<file path="src/hamming_codec_cfg.svh">
// Constants for the Hamming (7,4) byte codec
`ifndef HAMMING_CODEC_CFG_SVH
`define HAMMING_CODEC_CFG_SVH

// ==========================================================================
// Codeword layout
`define CW_W          7
`define NIB_W         4
`define SYN_W         3
`define BYTE_W        8
`define WORD_W        16
`define FLAG_BIT      7
`define CW_P2_BIT     6
`define CW_P1_BIT     5
`define CW_P0_BIT     4
`define HI_BYTE_LSB   8

// ==========================================================================
// Syndrome codes
`define SYN_NONE      3'h0
`define SYN_P0        3'h1
`define SYN_P1        3'h2
`define SYN_I2        3'h3
`define SYN_P2        3'h4
`define SYN_I1        3'h5
`define SYN_I0        3'h6
`define SYN_I3        3'h7

`endif

</file>
<file path="src/hamming_codec_pkg.sv">
// Types for the Hamming (7,4) byte codec
package hamming_codec_pkg;
   typedef logic [6:0]  codeword_t;
   typedef logic [3:0]  nibble_t;
   typedef logic [2:0]  syndrome_t;
   typedef logic [15:0] mem_word_t;

   typedef enum logic [2:0]
   {
      LOC_NONE = 3'b000,
      LOC_P0   = 3'b001,
      LOC_P1   = 3'b010,
      LOC_P2   = 3'b011,
      LOC_DATA = 3'b100
   } err_loc_t;
endpackage : hamming_codec_pkg

</file>
<file path="src/hamming_7_4_byte_codec.sv">
// Hamming (7,4) encoder and decoder for 16-bit serial memory words
`timescale 1ns/100ps
`include "hamming_codec_cfg.svh"

module hamming_7_4_byte_codec
(
   input  wire logic        i_ref_clk,      // 40 MHz clock
   input  wire logic        i_nrst,         // Async reset, active low
   input  wire logic        i_enc_valid,    // Byte to encode is present
   input  wire logic [7:0]  i_enc_byte,     // Host byte to encode
   input  wire logic        i_dec_valid,    // Memory word to decode
   input  wire logic [15:0] i_dec_word,     // Word read from memory
   output logic             o_enc_valid,    // Encoded word ready pulse
   output logic [15:0]      o_enc_word,     // Encoded word, flags clear
   output logic             o_dec_valid,    // Decoded result pulse
   output logic [7:0]       o_dec_byte,     // Corrected host byte
   output logic             o_err_hi,       // Error pulse, high byte
   output logic             o_err_lo,       // Error pulse, low byte
   output logic [2:0]       o_syn_hi,       // Syndrome, high byte
   output logic [2:0]       o_syn_lo,       // Syndrome, low byte
   output logic [2:0]       o_loc_hi,       // Error location, high byte
   output logic [2:0]       o_loc_lo,       // Error location, low byte
   output logic             o_wb_valid,     // Write-back request pulse
   output logic [15:0]      o_wb_word       // Word with flags updated
);

   // =======================================================================
   // Parity helpers
   // parity equations
   function automatic hamming_codec_pkg::syndrome_t parity_of
   (
      input hamming_codec_pkg::nibble_t n
   );
      parity_of = {n[0] ^ n[1] ^ n[3],
                   n[0] ^ n[2] ^ n[3],
                   n[1] ^ n[2] ^ n[3]};
   endfunction : parity_of

   function automatic hamming_codec_pkg::codeword_t encode
   (
      input hamming_codec_pkg::nibble_t n
   );
      encode = {parity_of(n), n};
   endfunction : encode

   // =======================================================================
   // Per-byte decode, one copy per half of the word
   hamming_codec_pkg::syndrome_t syn_c   [2];
   hamming_codec_pkg::nibble_t   fix_c   [2];
   hamming_codec_pkg::err_loc_t  loc_c   [2];
   logic [7:0]                   wb_c    [2];

   genvar g;
   generate
      for (g = 0; g < 2; g++)
      begin : g_half
         logic [7:0]                 byte_in;
         hamming_codec_pkg::nibble_t info;
         assign byte_in = i_dec_word[g*`BYTE_W +: `BYTE_W];
         assign info    = byte_in[`NIB_W-1:0];

         always_comb
         begin
            syn_c[g] = parity_of(info) ^ byte_in[`CW_P2_BIT:`CW_P0_BIT];
            fix_c[g] = info;
            loc_c[g] = hamming_codec_pkg::LOC_NONE;
            // one flip per group corrected; two or more give bad data
            case (syn_c[g])
               `SYN_NONE: loc_c[g] = hamming_codec_pkg::LOC_NONE;
               `SYN_P0:   loc_c[g] = hamming_codec_pkg::LOC_P0;
               `SYN_P1:   loc_c[g] = hamming_codec_pkg::LOC_P1;
               `SYN_P2:   loc_c[g] = hamming_codec_pkg::LOC_P2;
               `SYN_I0:
               begin
                  fix_c[g][0] = ~info[0];
                  loc_c[g]    = hamming_codec_pkg::LOC_DATA;
               end
               `SYN_I1:
               begin
                  fix_c[g][1] = ~info[1];
                  loc_c[g]    = hamming_codec_pkg::LOC_DATA;
               end
               `SYN_I2:
               begin
                  fix_c[g][2] = ~info[2];
                  loc_c[g]    = hamming_codec_pkg::LOC_DATA;
               end
               `SYN_I3:
               begin
                  fix_c[g][3] = ~info[3];
                  loc_c[g]    = hamming_codec_pkg::LOC_DATA;
               end
               default: loc_c[g] = hamming_codec_pkg::LOC_NONE;
            endcase
            // flag sticks once set; codeword rewritten clean
            wb_c[g] = {byte_in[`FLAG_BIT] | (syn_c[g] != `SYN_NONE),
                       encode(fix_c[g])};
         end
      end
   endgenerate

   // =======================================================================
   // Output registers
   logic        enc_valid_d, enc_valid_q;
   logic [15:0] enc_word_d,  enc_word_q;
   logic        dec_valid_d, dec_valid_q;
   logic [7:0]  dec_byte_d,  dec_byte_q;
   logic        err_hi_d,    err_hi_q;
   logic        err_lo_d,    err_lo_q;
   logic [2:0]  syn_hi_d,    syn_hi_q;
   logic [2:0]  syn_lo_d,    syn_lo_q;
   logic [2:0]  loc_hi_d,    loc_hi_q;
   logic [2:0]  loc_lo_d,    loc_lo_q;
   logic        wb_valid_d,  wb_valid_q;
   logic [15:0] wb_word_d,   wb_word_q;

   always_comb
   begin
      enc_valid_d = i_enc_valid;
      enc_word_d  = enc_word_q;
      // two bytes per word, flags start clear
      if (i_enc_valid)
         enc_word_d = {1'b0, encode(i_enc_byte[7:4]),
                       1'b0, encode(i_enc_byte[3:0])};
      // Decoded byte, syndromes, locations and write-back word hold their last value between requests; pulses do not
      dec_valid_d = i_dec_valid;
      dec_byte_d  = dec_byte_q;
      syn_hi_d    = syn_hi_q;
      syn_lo_d    = syn_lo_q;
      loc_hi_d    = loc_hi_q;
      loc_lo_d    = loc_lo_q;
      wb_word_d   = wb_word_q;
      err_hi_d    = i_dec_valid & (syn_c[1] != `SYN_NONE);
      err_lo_d    = i_dec_valid & (syn_c[0] != `SYN_NONE);
      // write back only when something was wrong
      wb_valid_d  = err_hi_d | err_lo_d;
      if (i_dec_valid)
      begin
         dec_byte_d = {fix_c[1], fix_c[0]};
         syn_hi_d   = syn_c[1];
         syn_lo_d   = syn_c[0];
         loc_hi_d   = loc_c[1];
         loc_lo_d   = loc_c[0];
         wb_word_d  = {wb_c[1], wb_c[0]};
      end
   end

   always_ff @(posedge i_ref_clk or negedge i_nrst)
   begin
      if (!i_nrst)
      begin
         enc_valid_q <= 1'b0;
         enc_word_q  <= 16'h0000;
         dec_valid_q <= 1'b0;
         dec_byte_q  <= 8'h00;
         err_hi_q    <= 1'b0;
         err_lo_q    <= 1'b0;
         syn_hi_q    <= 3'h0;
         syn_lo_q    <= 3'h0;
         loc_hi_q    <= 3'h0;
         loc_lo_q    <= 3'h0;
         wb_valid_q  <= 1'b0;
         wb_word_q   <= 16'h0000;
      end
      else
      begin
         enc_valid_q <= enc_valid_d;
         enc_word_q  <= enc_word_d;
         dec_valid_q <= dec_valid_d;
         dec_byte_q  <= dec_byte_d;
         err_hi_q    <= err_hi_d;
         err_lo_q    <= err_lo_d;
         syn_hi_q    <= syn_hi_d;
         syn_lo_q    <= syn_lo_d;
         loc_hi_q    <= loc_hi_d;
         loc_lo_q    <= loc_lo_d;
         wb_valid_q  <= wb_valid_d;
         wb_word_q   <= wb_word_d;
      end
   end

   assign o_enc_valid = enc_valid_q;
   assign o_enc_word  = enc_word_q;
   assign o_dec_valid = dec_valid_q;
   assign o_dec_byte  = dec_byte_q;
   assign o_err_hi    = err_hi_q;
   assign o_err_lo    = err_lo_q;
   assign o_syn_hi    = syn_hi_q;
   assign o_syn_lo    = syn_lo_q;
   assign o_loc_hi    = loc_hi_q;
   assign o_loc_lo    = loc_lo_q;
   assign o_wb_valid  = wb_valid_q;
   assign o_wb_word   = wb_word_q;

   // =======================================================================
   // Checks
   AST_ENC_PARITY:
   assert property (@(posedge i_ref_clk) disable iff (!i_nrst)
      i_enc_valid |=> o_enc_word[6:4] ==
         {$past(i_enc_byte[0]) ^ $past(i_enc_byte[1]) ^ $past(i_enc_byte[3]),
          $past(i_enc_byte[0]) ^ $past(i_enc_byte[2]) ^ $past(i_enc_byte[3]),
          $past(i_enc_byte[1]) ^ $past(i_enc_byte[2]) ^ $past(i_enc_byte[3])})
      else $error("Low encoded parity wrong");

   AST_ENC_ORDER:
   assert property (@(posedge i_ref_clk) disable iff (!i_nrst)
      i_enc_valid |=> o_enc_word[3:0] == $past(i_enc_byte[3:0]) &&
         o_enc_word[11:8] == $past(i_enc_byte[7:4]) &&
         !o_enc_word[15] && !o_enc_word[7])
      else $error("Encoded word layout wrong");

   AST_CLEAN_WORD:
   assert property (@(posedge i_ref_clk) disable iff (!i_nrst)
      i_dec_valid && parity_of(i_dec_word[3:0]) == i_dec_word[6:4] &&
         parity_of(i_dec_word[11:8]) == i_dec_word[14:12] |=>
         o_dec_valid && !o_err_hi && !o_err_lo && !o_wb_valid &&
         o_syn_hi == 3'h0 && o_syn_lo == 3'h0 &&
         o_dec_byte == {$past(i_dec_word[11:8]), $past(i_dec_word[3:0])})
      else $error("Clean word flagged");

   // Re-encoded words must carry even parity in every group
   AST_WB_EVEN:
   assert property (@(posedge i_ref_clk) disable iff (!i_nrst)
      o_dec_valid |->
         !(o_wb_word[6] ^ o_wb_word[0] ^ o_wb_word[1] ^ o_wb_word[3]) &&
         !(o_wb_word[5] ^ o_wb_word[0] ^ o_wb_word[2] ^ o_wb_word[3]) &&
         !(o_wb_word[4] ^ o_wb_word[1] ^ o_wb_word[2] ^ o_wb_word[3]) &&
         !(o_wb_word[14] ^ o_wb_word[8] ^ o_wb_word[9] ^ o_wb_word[11]) &&
         !(o_wb_word[13] ^ o_wb_word[8] ^ o_wb_word[10] ^ o_wb_word[11]) &&
         !(o_wb_word[12] ^ o_wb_word[9] ^ o_wb_word[10] ^ o_wb_word[11]))
      else $error("Write-back parity odd");

   AST_ERR_HI_PULSE:
   assert property (@(posedge i_ref_clk) disable iff (!i_nrst)
      o_err_hi |-> o_dec_valid && o_syn_hi != 3'h0 && o_wb_valid)
      else $error("High error pulse without decode");

   AST_PARITY_ONLY:
   assert property (@(posedge i_ref_clk) disable iff (!i_nrst)
      i_dec_valid && syn_c[0] inside {3'h1, 3'h2, 3'h4} |=>
         o_dec_byte[3:0] == $past(i_dec_word[3:0]) && o_err_lo)
      else $error("Parity error changed data");

   AST_FIX_I0:
   assert property (@(posedge i_ref_clk) disable iff (!i_nrst)
      i_dec_valid && syn_c[0] == `SYN_I0 |=>
         o_dec_byte[3:0] == ($past(i_dec_word[3:0]) ^ 4'h1))
      else $error("I0 not corrected");

   AST_FIX_I1:
   assert property (@(posedge i_ref_clk) disable iff (!i_nrst)
      i_dec_valid && syn_c[1] == `SYN_I1 |=>
         o_dec_byte[7:4] == ($past(i_dec_word[11:8]) ^ 4'h2))
      else $error("I1 not corrected");

   AST_FIX_I2:
   assert property (@(posedge i_ref_clk) disable iff (!i_nrst)
      i_dec_valid && syn_c[0] == `SYN_I2 |=>
         o_dec_byte[3:0] == ($past(i_dec_word[3:0]) ^ 4'h4))
      else $error("I2 not corrected");

   AST_FIX_I3:
   assert property (@(posedge i_ref_clk) disable iff (!i_nrst)
      i_dec_valid && syn_c[1] == `SYN_I3 |=>
         o_dec_byte[7:4] == ($past(i_dec_word[11:8]) ^ 4'h8))
      else $error("I3 not corrected");

   AST_FLAG_STICKY:
   assert property (@(posedge i_ref_clk) disable iff (!i_nrst)
      o_wb_valid |-> o_wb_word[15] == (o_err_hi | $past(i_dec_word[15])) &&
         o_wb_word[7] == (o_err_lo | $past(i_dec_word[7])))
      else $error("History flag not updated");

   AST_SYN_TIMING:
   assert property (@(posedge i_ref_clk) disable iff (!i_nrst)
      i_dec_valid |=> o_dec_valid && o_syn_lo == $past(syn_c[0]) &&
         o_err_lo == ($past(syn_c[0]) != 3'h0) ##1
         (!o_err_lo || $past(i_dec_valid)))
      else $error("Syndrome not one cycle later");

endmodule : hamming_7_4_byte_codec

</file>
<file path="config.mk">
export PLATFORM = sky130hd
export DESIGN_NAME = hamming_7_4_byte_codec
export DESIGN_NICKNAME = d
export VERILOG_FILES = /design/src/hamming_codec_pkg.sv /design/src/hamming_7_4_byte_codec.sv
export VERILOG_INCLUDE_DIRS = /design/src
export SDC_FILE = /design/constraint.sdc
export NUM_CORES = 1
export LEC_CHECK = 0
export BUFFER_PORTS_ARGS = -buffer_cell sky130_fd_sc_hd__buf_2
export CAP_MARGIN = 20
export CORE_UTILIZATION = 43
export DETAILED_ROUTE_END_ITERATION = 10
export HOLD_SLACK_MARGIN = 0.1
export PLACE_DENSITY_LB_ADDON = 0.05
export SETUP_SLACK_MARGIN = 0.1
export SLEW_MARGIN = 30
export SYNTH_ARGS = -nofsm -noshare
export SYNTH_HDL_FRONTEND = slang
export SYNTH_SLANG_ARGS = --single-unit
</file>
<file path="constraint.sdc">
create_clock -name i_ref_clk -period 1.1 [get_ports i_ref_clk]
set_input_delay 0.22 -clock i_ref_clk [delete_from_list [all_inputs] [get_ports i_ref_clk]]
set_output_delay 0.22 -clock i_ref_clk [all_outputs]
set_load 0.01 [all_outputs]
</file>
==> Yosys cells after proc, flatten, opt, wreduce, memory -nomap -nowiden <==
Cells that the tools add are included.
{ "classes": {"eq_ne": 14, "n_mux": 10, "reduce_logical": 6, "bitwise": 51} }
{ "ops": {"columns": ["cell", "n"], "rows": [
  ["$xor 1x1->1", 36],
  ["$pmux 3 s5", 2],
  ["$eq 3x3->1 const B", 8],
  ["$eq 3x2->1 const B", 4],
  ["$mux 1", 8],
  ["$not 1->1", 8],
  ["$reduce_or 4->1", 2],
  ["$eq 3x1->1 const B", 2],
  ["$logic_not 3->1", 2],
  ["$reduce_bool 3->1", 2],
  ["$xor 3x3->3", 2],
  ["$or 1x1->1", 3],
  ["$and 1x1->1", 2]
]} }
{ "word_totals": {"input_bits": 28, "ff_bits": 55, "out_inout_bits": 57} }

==> Depth between registers and ports, before layout <==
Gate-level depths: netlist (run 1).
{ "depth": {"ltp_word": 7, "ltp_mapped": 6} }

==> Worst setup path before layout (run 1) <==
No wires, ideal clock.
{ "synth_path": {"path_kind": "input -> register", "start": "input port i_dec_word[11]", "end": "register wb_word_q[12], in the netlist o_wb_word[12]", "setup_time_ns": 0.126, "arrival_time_ns": 1.536, "setup_slack_ns": -0.562, "path_buffers": 1, "path_stages": 6, "cell_sequence": "buf_2 > xnor2_2 > xnor2_4 > mux2i_1 > nand2_1 > a221o_1"} }
{ "synth_between": {"elab_chain_len": 6, "word_cells_on_any_way": 13} }
{ "synth_rtl": {"columns": ["element", "line", "source"], "rows": [
  ["start, declared", "hamming_7_4_byte_codec.sv:12", "input wire logic [15:0] i_dec_word,"],
  ["$xor 1x1->1, on equally long branches", "hamming_7_4_byte_codec.sv:36, hamming_7_4_byte_codec.sv:34, hamming_7_4_byte_codec.sv:35", null],
  ["$xor 3x3->3", "hamming_7_4_byte_codec.sv:64", "syn_c[g] = parity_of(info) ^ byte_in[`CW_P2_BIT:`CW_P0_BIT];"],
  ["$eq 3x3->1 or $eq 3x2->1 (tied branches)", "hamming_7_4_byte_codec.sv:68", "case (syn_c[g])"],
  ["$mux 1", "hamming_7_4_byte_codec.sv:68", null],
  ["$xor 1x1->1", "hamming_7_4_byte_codec.sv:36", "n[1] ^ n[2] ^ n[3]};"],
  ["$xor 1x1->1 *", "hamming_7_4_byte_codec.sv:36", null],
  ["end signal, assigned", "hamming_7_4_byte_codec.sv:178", "wb_word_q <= wb_word_d;"],
  ["end, declared", "hamming_7_4_byte_codec.sv:115", "logic [15:0] wb_word_d, wb_word_q;"]
]} }
Every way passes the cells marked *; elsewhere a longest branch is shown, timed or not.
A chain may end at the register's enable or synchronous reset.

==> Worst setup path in the final report (run 1) <==
{ "layout_path": {"start": "input port i_dec_word[8]", "end": "register wb_word_q[14], in the netlist o_wb_word[14]"} }
{ "layout_between": {"elab_chain_len": 7, "word_cells_on_any_way": 14} }
{ "layout_rtl": {"columns": ["element", "line", "source"], "rows": [
  ["$xor 1x1->1, on equally long branches (2 in a row)", "hamming_7_4_byte_codec.sv:35, hamming_7_4_byte_codec.sv:34", null],
  ["$xor 3x3->3", "hamming_7_4_byte_codec.sv:64", null],
  ["$eq 3x3->1", "hamming_7_4_byte_codec.sv:68", null],
  ["$mux 1", "hamming_7_4_byte_codec.sv:68", null],
  ["$xor 1x1->1", "hamming_7_4_byte_codec.sv:34", "parity_of = {n[0] ^ n[1] ^ n[3],"],
  ["$xor 1x1->1 *", "hamming_7_4_byte_codec.sv:34", null]
]} }
Marks and branches as above.

==> results of run 1 <==
[kinds of logic (layout without fill, tap and decap cells)]
kind of cell,Yosys count,in the layout,share of synthesized area [%]
and+or+nand+nor,51,51,9.50
AOI/OAI and AO/OA,47,47,12.5
DFF,47,47,45.3
xor gates and xnor gates,41,41,18.3
buffers and inverters,29,173,5.84
muxes,16,16,6.85
adders and majority gates,4,4,1.54
other,1,2,0.145
[power by group]
group	switching [W]	internal (W)
sequential	0.000176	0.00202
clock	0.000617	0.000677
combinational	0.00113	0.00151
total	0.00192	0.00421
[stage by stage]
stage | setup WS [ns] | setup TNS [ns] | utilization [%] | hold slack, ns | power (W)
finish | -0.205 | -1.54 | 73.7 | 0.168 | 0.00613
CTS | -0.179 | -1.43 | 68.8 | 0.154 | 0.00586
floorplan | -0.471 | -5.53 | - | -0.0756 | 0.00347
global placement | -0.571 | -11.23 | 59.7 | 0.226 | 0.00415
detailed placement | -0.603 | -11.74 | 59.7 | 0.231 | 0.00418
global route | -0.231 | -2.91 | 73.7 | 0.191 | 0.00648
[metal layers]
layer  vias to the layer above  GRT usage (%)  wire length [microns]
li1                       1083              -                      -
met1                      1034           26.3                   2690
met2                        63           31.9                   2920
met3                         7           2.86                    255
met4                         0           6.55                     74
met5                         -              0                      0
[how the worst min path moves through the flow]
stage                        startpoint            end  cells past startpoint
after floorplan                  i_nrst  o_dec_byte[0]                      0
after global placement           i_nrst    o_enc_valid                      2
after detailed placement         i_nrst    o_enc_valid                      2
after CTS                 i_dec_word[7]   o_wb_word[7]                      3
after global routing      i_enc_byte[1]  o_enc_word[1]                      2
final                     i_dec_word[7]   o_wb_word[7]                      3
[cells in the mapped netlist, drive strengths merged]
master / n / share of area (%)
a211o: 2 / 0.72
a21boi: 1 / 0.29
a21o: 5 / 1.4
a21oi: 14 / 2.7
a221o: 3 / 1.2
a221oi: 1 / 0.34
a31oi: 3 / 0.72
and2: 2 / 0.48
and3: 3 / 0.72
buf: 13 / 3.5
clkbuf: 9 / 1.4
conb: 1 / 0.14
dfrtp: 47 / 45
inv: 7 / 1.0
maj3: 4 / 1.5
mux2: 14 / 6.1
mux2i: 2 / 0.77
nand2: 10 / 1.4
nand3: 7 / 1.4
nor2: 19 / 2.7
nor2b: 2 / 0.48
nor3: 4 / 0.77
nor3b: 3 / 1.3
o211a: 2 / 0.77
o211ai: 2 / 0.58
o21a: 4 / 1.2
o21ai: 5 / 0.96
o22a: 1 / 0.34
o2bb2ai: 3 / 1.0
o31ai: 1 / 0.29
or3: 1 / 0.24
xnor2: 37 / 16
xnor3: 1 / 0.87
xor2: 3 / 1.6
[placed cells by master (no fill, tap or decap), drive strengths merged, types with 5 or more instances in the layout]
cell,netlist,routed
mux2,14,14
dfrtp,47,47
inv,7,7
xnor2,37,37
buf,13,156
a21o,5,5
a21oi,14,14
nand2,10,10
nand3,7,7
clkbuf,9,5
nor2,19,19
o21ai,5,5
[layout make-up]
| type | instances | area [sq um] |
|---|---|---|
| clock buffer | 5 | 68.8 |
| inverter | 7 | 26.3 |
| clock inverter | 3 | 43.8 |
| sequential | 47 | 1180 |
| multi-input combinational | 161 | 1570 |
| fill | 425 | 1490 |
| tap | 72 | 90.1 |
| timing repair buffer | 158 | 1210 |
[state kept, by name (all words and copies together), names as in the netlist]
register	count
o_wb_word	9
o_enc_word	14
o_err_lo	1
o_syn_hi	3
o_syn_lo	3
o_err_hi	1
o_enc_valid	1
o_loc_lo	3
o_dec_valid	1
o_loc_hi	3
o_wb_valid	1
o_dec_byte	7
[worst max-delay path, stage by stage]
cell and delay, ns:
buf_12 0.11, xnor2_2 0.12, buf_6 0.14, a211o_2 0.35, o211a_4 0.16, and3_1 0.14, a221o_1 0.25
[repair_timing]
| item | in CTS | in global routing |
|---|---|---|
| resized for setup | 49 | 29 |
| cloned | 0 | 0 |
| endpoints found under the setup margin | 81 | 83 |
| pin swaps | 25 | 23 |
| setup buffers | 22 | 18 |
| hold endpoints to repair | 48 | 0 |
| hold buffers | 2 | 0 |
==> reports/qor.csv, run 1 <==
stage,metric,value,unit
place,port_buffers,82,
critical_path,r2r_end,o_enc_word[8],
critical_path,start_kind,primary input,
sta,setup_viol,19,
critical_path,path_max_fanout,6,
clock_network,clock_sinks,47,
final_layout,nNetsFinal,408,
place,dp.cells,403,
global_routing,grt_usage,19.5,%
floorplanning,core_area,5680,sq um
clock_network,cts.reportedPaths.clkPinSlew,0.09,ns
min_path,hp-class,in -> reg,
final_layout,drive_gt1_share,57.7,%
pwr,leakagePower,1.96,nW
global_routing,gr-total-overflow,0,
floorplanning,start_util,45.7,%
global_routing,grt_antenna_before_repair,0,
critical_path,worstPathArrival,1.50,ns
global_routing,grt_pass1_vias,2053,
place,place_hpwl,4020,microns
clock_network,clockBufferDepth,2,
critical_path,critical_path_required,1.30,ns
place,place_congestion,0.750,
final_layout,diodes,0,
clock_network,cts_max_level,2,
sta,maxSlewViolCount,0,
critical_path,worst_setup_path_end_kind,flip-flop,
clock_network,clockRootBuffer,clkbuf_8,
logic_synthesis,synth_seq_area_share,45.3,%
critical_path,r2r_slack,0.12,ns
sta,fin_crit,1.31,ns
routing,drc,0,
floorplanning,dieWidth,79.7,microns
place,placement.cell_area,3390,sq um
critical_path,worstSetupPathType,in -> reg,
sta,hold_violations,0,
routing,avgViaCountPerCell,4.83,
final_layout,areaGrowthSynthToFinish,61.2,%
sta,rsz0062_at_grt,yes,
critical_path,r2r_start,o_enc_word[8],
sta,post-route-period-util,119,%
sta,postLayoutSetupSlackWorst,-0.205,ns
floorplanning,ios,85,
final_layout,fin_area,4180,sq um
critical_path,reg2reg_depth,3,
sta,fin_worst_skew,0,ns
global_routing,grt_first_pass_wirelength,9500,microns
logic_synthesis,synth-seq-cells,47,
run_status,violations,negative setup slack,
routing,drt-total-wl,5940,microns
pwr,irDropWorstVdd,0.678,mV
routing,dr.pass1.iters,4,
routing,drtIter0Drc,88,
logic_synthesis,syn_avg_cell_area,11.0,sq um
logic_synthesis,synthCells,236,
routing,postRouteAntennaNets,0,
critical_path,cp-endpoint,o_wb_word[14],
clock_network,cts_tree,done,
run_status,status,finished with violations,
final_layout,stdcell_count,453,
floorplanning,die-area,6350,sq um
clock_network,clk-insertion-delay-late,0.30,ns
clock_network,cts_buffers,5,
pwr,powerDensity,1470,nW/um^2
floorplanning,rows,27,
floorplanning,die_h,79.7,microns
logic_synthesis,synthDistinctLibCells,41,
critical_path,crit_path_start,i_dec_word[8],
sta,fmax,766,MHz
routing,vias,2187,
flow_run,cap_viol_max_count,0,
routing,wl_per_cell,13.1,microns
logic_synthesis,yosysWarnings,0,
global_routing,grt_start_max_net_pins,48,
logic_synthesis,syn_area,2590,sq um
(Power assumes the default switching activity.)
==> run 2: changes to the inputs <==
Settings changed: CORE_UTILIZATION 43 to 35.
==> run 2 against run 1 <==
  * The run still ends with negative setup slack left
  * Wire length up 0.29%
  * Final cell count up 2.6%
  * Hold slack better by 0.0074 ns
  * Sequential share of layout area down 0.35 points
  * Setup slack better by 0.023 ns
  * Global-route usage down 3.6 points
  * Critical endpoint is now o_wb_word[13]
==> reports/qor.csv, run 2 (same netlist as run 1, synthesis figures left out) <==
stage,metric,value,unit,change
routing,drc,0,,unchanged
sta,fin_worst_skew,0,ns,unchanged
sta,postLayoutSetupSlackWorst,-0.182,ns,+0.0233 ns
clock_network,cts_tree,done,,
sta,rsz0062_at_grt,yes,,
sta,maxSlewViolCount,0,,unchanged
run_status,violations,negative setup slack,,
routing,drtIter0Drc,83,,-5.7%
floorplanning,die_h,88.1,microns,+11%
critical_path,crit_path_start,i_dec_word[10],,
final_layout,drive_gt1_share,58.7,%,+1.0 points
clock_network,clock_sinks,47,,unchanged
clock_network,clockBufferDepth,2,,unchanged
critical_path,r2r_start,o_syn_hi[1],,
routing,postRouteAntennaNets,0,,unchanged
floorplanning,rows,31,,+15%
floorplanning,dieWidth,88.1,microns,+11%
min_path,hp-class,in -> reg,,
global_routing,gr-total-overflow,0,,unchanged
final_layout,nNetsFinal,393,,-3.7%
sta,tns,-1.43,ns,+0.115 ns
critical_path,worst_setup_path_end_kind,flip-flop,,
pwr,leakagePower,1.92,nW,-2.0%
critical_path,worstPathArrival,1.47,ns,-0.03 ns
run_status,status,finished with violations,,
critical_path,worstSetupPathType,in -> reg,,
global_routing,grt_pass1_vias,1962,,-4.4%
pwr,irDropWorstVdd,0.822,mV,+21%
final_layout,diodes,0,,unchanged
min_path,hp-start,i_dec_word[15],,
routing,vias,2138,,-2.2%
global_routing,grt_first_pass_wirelength,9340,microns,-1.7%
final_layout,fin_area,4230,sq um,+1.3%
clock_network,cts_max_level,2,,unchanged
clock_network,cts.reportedPaths.clkPinSlew,0.09,ns,about the same
routing,drt-total-wl,5960,microns,+0.29%
sta,post-route-period-util,117,%,-2.1 points
clock_network,clk-insertion-delay-late,0.30,ns,about the same
sta,hold_violations,0,,unchanged
critical_path,critical_path_required,1.29,ns,about the same
critical_path,path_max_fanout,7,,+1
floorplanning,die-area,7760,sq um,+22%
final_layout,final_common_cell,buf_2,,
sta,setup_viol,18,,-1
global_routing,grt_start_max_net_pins,27,,-44%
pwr,powerDensity,1510,nW/um^2,+2.8%
place,placement.cell_area,3440,sq um,+1.7%
final_layout,layout_common_cells,"61 x buf_2, 47 x dfrtp_1, 46 x buf_4, 28 x buf_6, 18 x xnor2_1",,
final_layout,largest_reg_flops,14,,unchanged
floorplanning,core_area,7210,sq um,+27%
floorplanning,start_util,36.0,%,-9.7 points
sta,holdWs,0.175,ns,+0.00743 ns
sta,fin_crit,1.28,ns,-0.0233 ns
sta,fmax,780,MHz,+1.8%
routing,wl_per_cell,12.8,microns,-2.3%
clock_network,cts_buffers,5,,unchanged
final_layout,areaGrowthSynthToFinish,63.2,%,
global_routing,grt_antenna_before_repair,0,,unchanged
critical_path,start_kind,primary input,,
final_layout,fill_cells,660,,+55%
routing,avgViaCountPerCell,4.60,,-4.8%
place,port_buffers,82,,unchanged
routing,dr.pass1.iters,4,,unchanged
place,place_congestion,0.702,,-6.4%
place,place_hpwl,4220,microns,+4.7%
flow_run,cap_viol_max_count,0,,unchanged
floorplanning,ios,85,,unchanged
clock_network,clockRootBuffer,clkbuf_8,,
global_routing,grt_usage,15.8,%,-3.6 points
## run 2: changes by cell type in the layout (fill, tap and decap cells not counted), sizes merged
| cell | previous run | this run |
|---|---|---|
| buf | 156 | 142 |
| clkbuf | 5 | 6 |
| clkinv | 2 | 0 |
| bufinv | 1 | 2 |
| dlygate4sd3 | 2 | 1 |
## run 2: worst paths after layout
kind	slack [ns]	to	cells past startpoint
max	-0.18	o_wb_word[13]	6
min	0.18	o_wb_word[15]	3
max reg2reg	0.21	o_syn_hi[1]	3
min reg2reg	0.48	o_syn_hi[0]	1
max in group asynchronous	0.30	o_err_hi	3
min in group asynchronous	0.34	o_syn_lo[0]	2
## run 2: per-stage QoR
| step | cells | worst slack (ns) | utilization, % | total power, W |
|---|---|---|---|---|
| CTS | 457 | -0.187 | 55.1 | 0.00613 |
| global route | 465 | -0.228 | 58.7 | 0.00676 |
| floorplan | 237 | -0.471 | - | 0.00347 |
| global placement | 433 | -0.562 | 47.7 | 0.00421 |
| detailed placement | 433 | -0.585 | 47.7 | 0.00422 |
| finish | 465 | -0.182 | 58.7 | 0.00638 |
## run 2: final cells by class
type,count,area (sq um),area share (%)
well taps,99,124,2.93
flip-flops and latches,47,1180,27.8
clock inverters,2,60.1,1.42
multi-input cells,161,1670,39.4
inverters,7,26.3,0.621
repair buffers,143,1110,26.1
clock buffers,6,72.6,1.71
## run 2: routing by layer
metal / vias up / part of all wire, % / track usage, %
met2: 64 / 46 / 24.9
met1: 1013 / 47 / 21.7
met5: - / 0 / 0
met4: 0 / 0.96 / 4.40
li1: 1054 / - / -
met3: 7 / 6.2 / 4.05
## run 2: repair_timing
item                                   in CTS  in global routing
setup endpoints to repair                  82                 83
pin swaps                                  24                 28
endpoints found under the hold margin      11                  0
buffers inserted                           15                  9
hold buffers                                1                  0
gates resized for setup                    58                 42
## run 2: report_power, final
part           leakage [nW]  internal [W]  switching (W)
Combinational          1.31       0.00149        0.00119
Clock                0.0654      0.000909       0.000594
Sequential            0.547       0.00202       0.000173
Total                  1.92       0.00443        0.00196
## run 2: critical path, cell delays in order
cell and delay, ns:
buf_12 0.11, xnor2_4 0.32, xnor2_4 0.18, mux2i_2 0.28, nand2_1 0.07, a221o_1 0.29
==> run 3: changes to the inputs <==
Settings changed: PLACE_DENSITY_LB_ADDON 0.05 to 0.15.
==> run 3 against run 2 <==
  * The run still ends with negative setup slack left
  * Global-route usage rose by 0.46 points
  * Non-clock buffer count rose by 6
  * Final cell count rose by 1.3%
  * Sequential power barely moved
  * Clock power barely moved
  * Sequential share of layout area fell by 0.14 points
  * Hold slack improved by 0.0028 ns
  * Critical path depth did not move
  * Design area rose by 0.50%
  * Setup slack barely moved
  * Power barely moved
  * Critical path type unchanged
  * Largest cell class unchanged
==> reports/qor.csv, run 3 (same netlist as run 1, synthesis figures left out) <==
stage,metric,value,unit,change
run_status,status,finished with violations,,
run_status,violations,negative setup slack,,
pwr,power.internal,0.00443,W,about the same
global_routing,grt_pass1_vias,2100,,+7.0%
global_routing,grt_usage,16.3,%,+0.46 points
global_routing,grt_first_pass_wirelength,9780,microns,+4.7%
flow_run,cap_viol_max_count,0,,unchanged
min_path,hp-start,i_enc_byte[1],,
routing,drtIter0Drc,68,,-18%
floorplanning,die_h,88.1,microns,unchanged
sta,maxSlewViolCount,0,,unchanged
clock_network,clk-insertion-delay-late,0.30,ns,about the same
sta,postLayoutSetupSlackWorst,-0.182,ns,-0.000132 ns
floorplanning,core_area,7210,sq um,unchanged
clock_network,clockBufferDepth,2,,unchanged
clock_network,cts.reportedPaths.clkPinSlew,0.09,ns,about the same
routing,dr.pass1.iters,4,,unchanged
pwr,clkPwrFrac,23.6,%,about the same
final_layout,areaGrowthSynthToFinish,64.1,%,
critical_path,crit_path_start,i_dec_word[10],,
place,port_buffers,82,,unchanged
global_routing,grt_antenna_before_repair,0,,unchanged
sta,rsz0062_at_grt,yes,,
routing,drt-total-wl,6190,microns,+3.9%
place,place_hpwl,4250,microns,+0.71%
global_routing,grt_start_max_net_pins,27,,unchanged
pwr,leakagePower,1.95,nW,+1.5%
final_layout,final_common_cell,buf_2,,
final_layout,stdcell_count,471,,+1.3%
sta,holdWs,0.178,ns,+0.00284 ns
final_layout,largest_reg_flops,14,,unchanged
critical_path,crit_chain,buf_12 -> xnor2_4 -> xnor2_4 -> mux2i_2 -> nand2_1 -> a221o_1,,
routing,drc,0,,unchanged
critical_path,worstPathArrival,1.47,ns,about the same
routing,wl_per_cell,13.1,microns,+2.6%
floorplanning,start_util,36.0,%,unchanged
critical_path,start_kind,primary input,,
pwr,irDropWorstVdd,0.732,mV,-11%
floorplanning,ios,85,,unchanged
pwr,p_comb_share,42.1,%,about the same
critical_path,worst_path_max_delay_cell,xnor2_4,,
clock_network,clock_sinks,47,,unchanged
floorplanning,die-area,7760,sq um,unchanged
global_routing,gr-total-overflow,0,,unchanged
critical_path,critical_path_required,1.29,ns,about the same
critical_path,path_max_fanout,7,,unchanged
final_layout,nNetsFinal,399,,+1.5%
sta,fin_worst_skew,0,ns,unchanged
critical_path,worstSetupPathType,in -> reg,,
floorplanning,dieWidth,88.1,microns,unchanged
floorplanning,rows,31,,unchanged
pwr,switchingPower,0.00195,W,-0.37%
pwr,p_sw_share,30.6,%,-0.099 points
critical_path,r2r_start,o_enc_word[3],,
sta,fin_crit,1.28,ns,+0.000132 ns
place,dp.cells,433,,unchanged
critical_path,worst_setup_path_end_kind,flip-flop,,
sta,fmax,780,MHz,about the same
final_layout,diodes,0,,unchanged
pwr,power_frac_seq,34.4,%,about the same
final_layout,drive_gt1_share,57.3,%,-1.5 points
min_path,hp-class,in -> reg,,
final_layout,layout_common_cells,"65 x buf_2, 47 x dfrtp_1, 47 x buf_4, 27 x buf_6, 19 x xnor2_1",,
routing,postRouteAntennaNets,0,,unchanged
routing,vias,2175,,+1.7%
routing,avgViaCountPerCell,4.62,,+0.43%
sta,hold_violations,0,,unchanged
clock_network,cts_max_level,2,,unchanged
critical_path,cpPeakStageDelay,0.32,ns,about the same
final_layout,fin_util,59.0,%,+0.29 points
clock_network,clockRootBuffer,clkbuf_8,,
clock_network,cts_buffers,5,,unchanged
final_layout,fin_area,4260,sq um,+0.50%
clock_network,cts_tree,done,,
place,place_ws,-0.588,ns,-0.00317 ns
place,placement.cell_area,3450,sq um,+0.36%
critical_path,critPathMostFrequentCell,xnor2_4,,
place,place_congestion,0.821,,+17%
pwr,powerDensity,1500,nW/um^2,-0.55%
sta,post-route-period-util,117,%,about the same
sta,setup_viol,23,,+5
## run 3: power groups by stage
stage          clock network [W]  registers [W]  logic (W)
3_5_place_dp                   0        0.00222    0.00201
4_1_cts                  0.00155        0.00219    0.00246
6_report                 0.00150        0.00219    0.00268
3_3_place_gp                   0        0.00222    0.00198
2_1_floorplan                  0        0.00236    0.00111
5_1_grt                  0.00162        0.00223    0.00291
## run 3: worst paths after layout
path / endpoint / slack (ns) / depth (start not counted)
min: o_enc_word[1] / 0.18 / 2
min in group asynchronous: o_enc_valid / 0.35 / 2
max reg2reg: o_enc_word[3] / 0.13 / 3
max in group asynchronous: o_enc_word[9] / 0.29 / 3
min reg2reg: o_enc_word[4] / 0.51 / 1
max: o_wb_word[13] / -0.18 / 6
## run 3: stage by stage
stage | TNS (ns) | power [W]
final | -1.97 | 0.00638
after global routing | -3.63 | 0.00676
after CTS | -1.85 | 0.00619
after detailed placement | -12.68 | 0.00423
after global placement | -12.25 | 0.00420
after floorplan | -5.53 | 0.00347
## run 3: repair_timing
| action | in CTS | in global routing |
|---|---|---|
| pin swaps | 35 | 32 |
| resized for setup | 59 | 37 |
| hold buffers | 1 | 0 |
| cloned | 0 | 0 |
| endpoints found under the hold margin | 9 | 0 |
| buffers inserted | 22 | 11 |
| endpoints found under the setup margin | 83 | 84 |
## run 3: routing by layer
metal  GRT usage (%)  vias to the layer above  part of all wire (%)
met5               0                        -                     0
met4            3.96                        0                  0.53
met3            3.77                        4                   5.5
met2            28.3                       69                    49
met1            20.5                     1035                    45
li1                -                     1067                     -
## run 3: area by class of cell
class	count	area (sq um)
clock buffer	6	72.6
clock inverter	2	60.1
fill	641	2960
inverter	7	26.3
multi-input combinational	161	1630
sequential	47	1180
tap	99	124
timing repair buffer	149	1170
## run 3: worst max-delay path, delay by kind of cell
family          cells  cell delay [ns]
xor+xnor            2             0.50
compound gates      1             0.29
mux                 1             0.27
buf+inv             1             0.11
simple gates        1             0.07
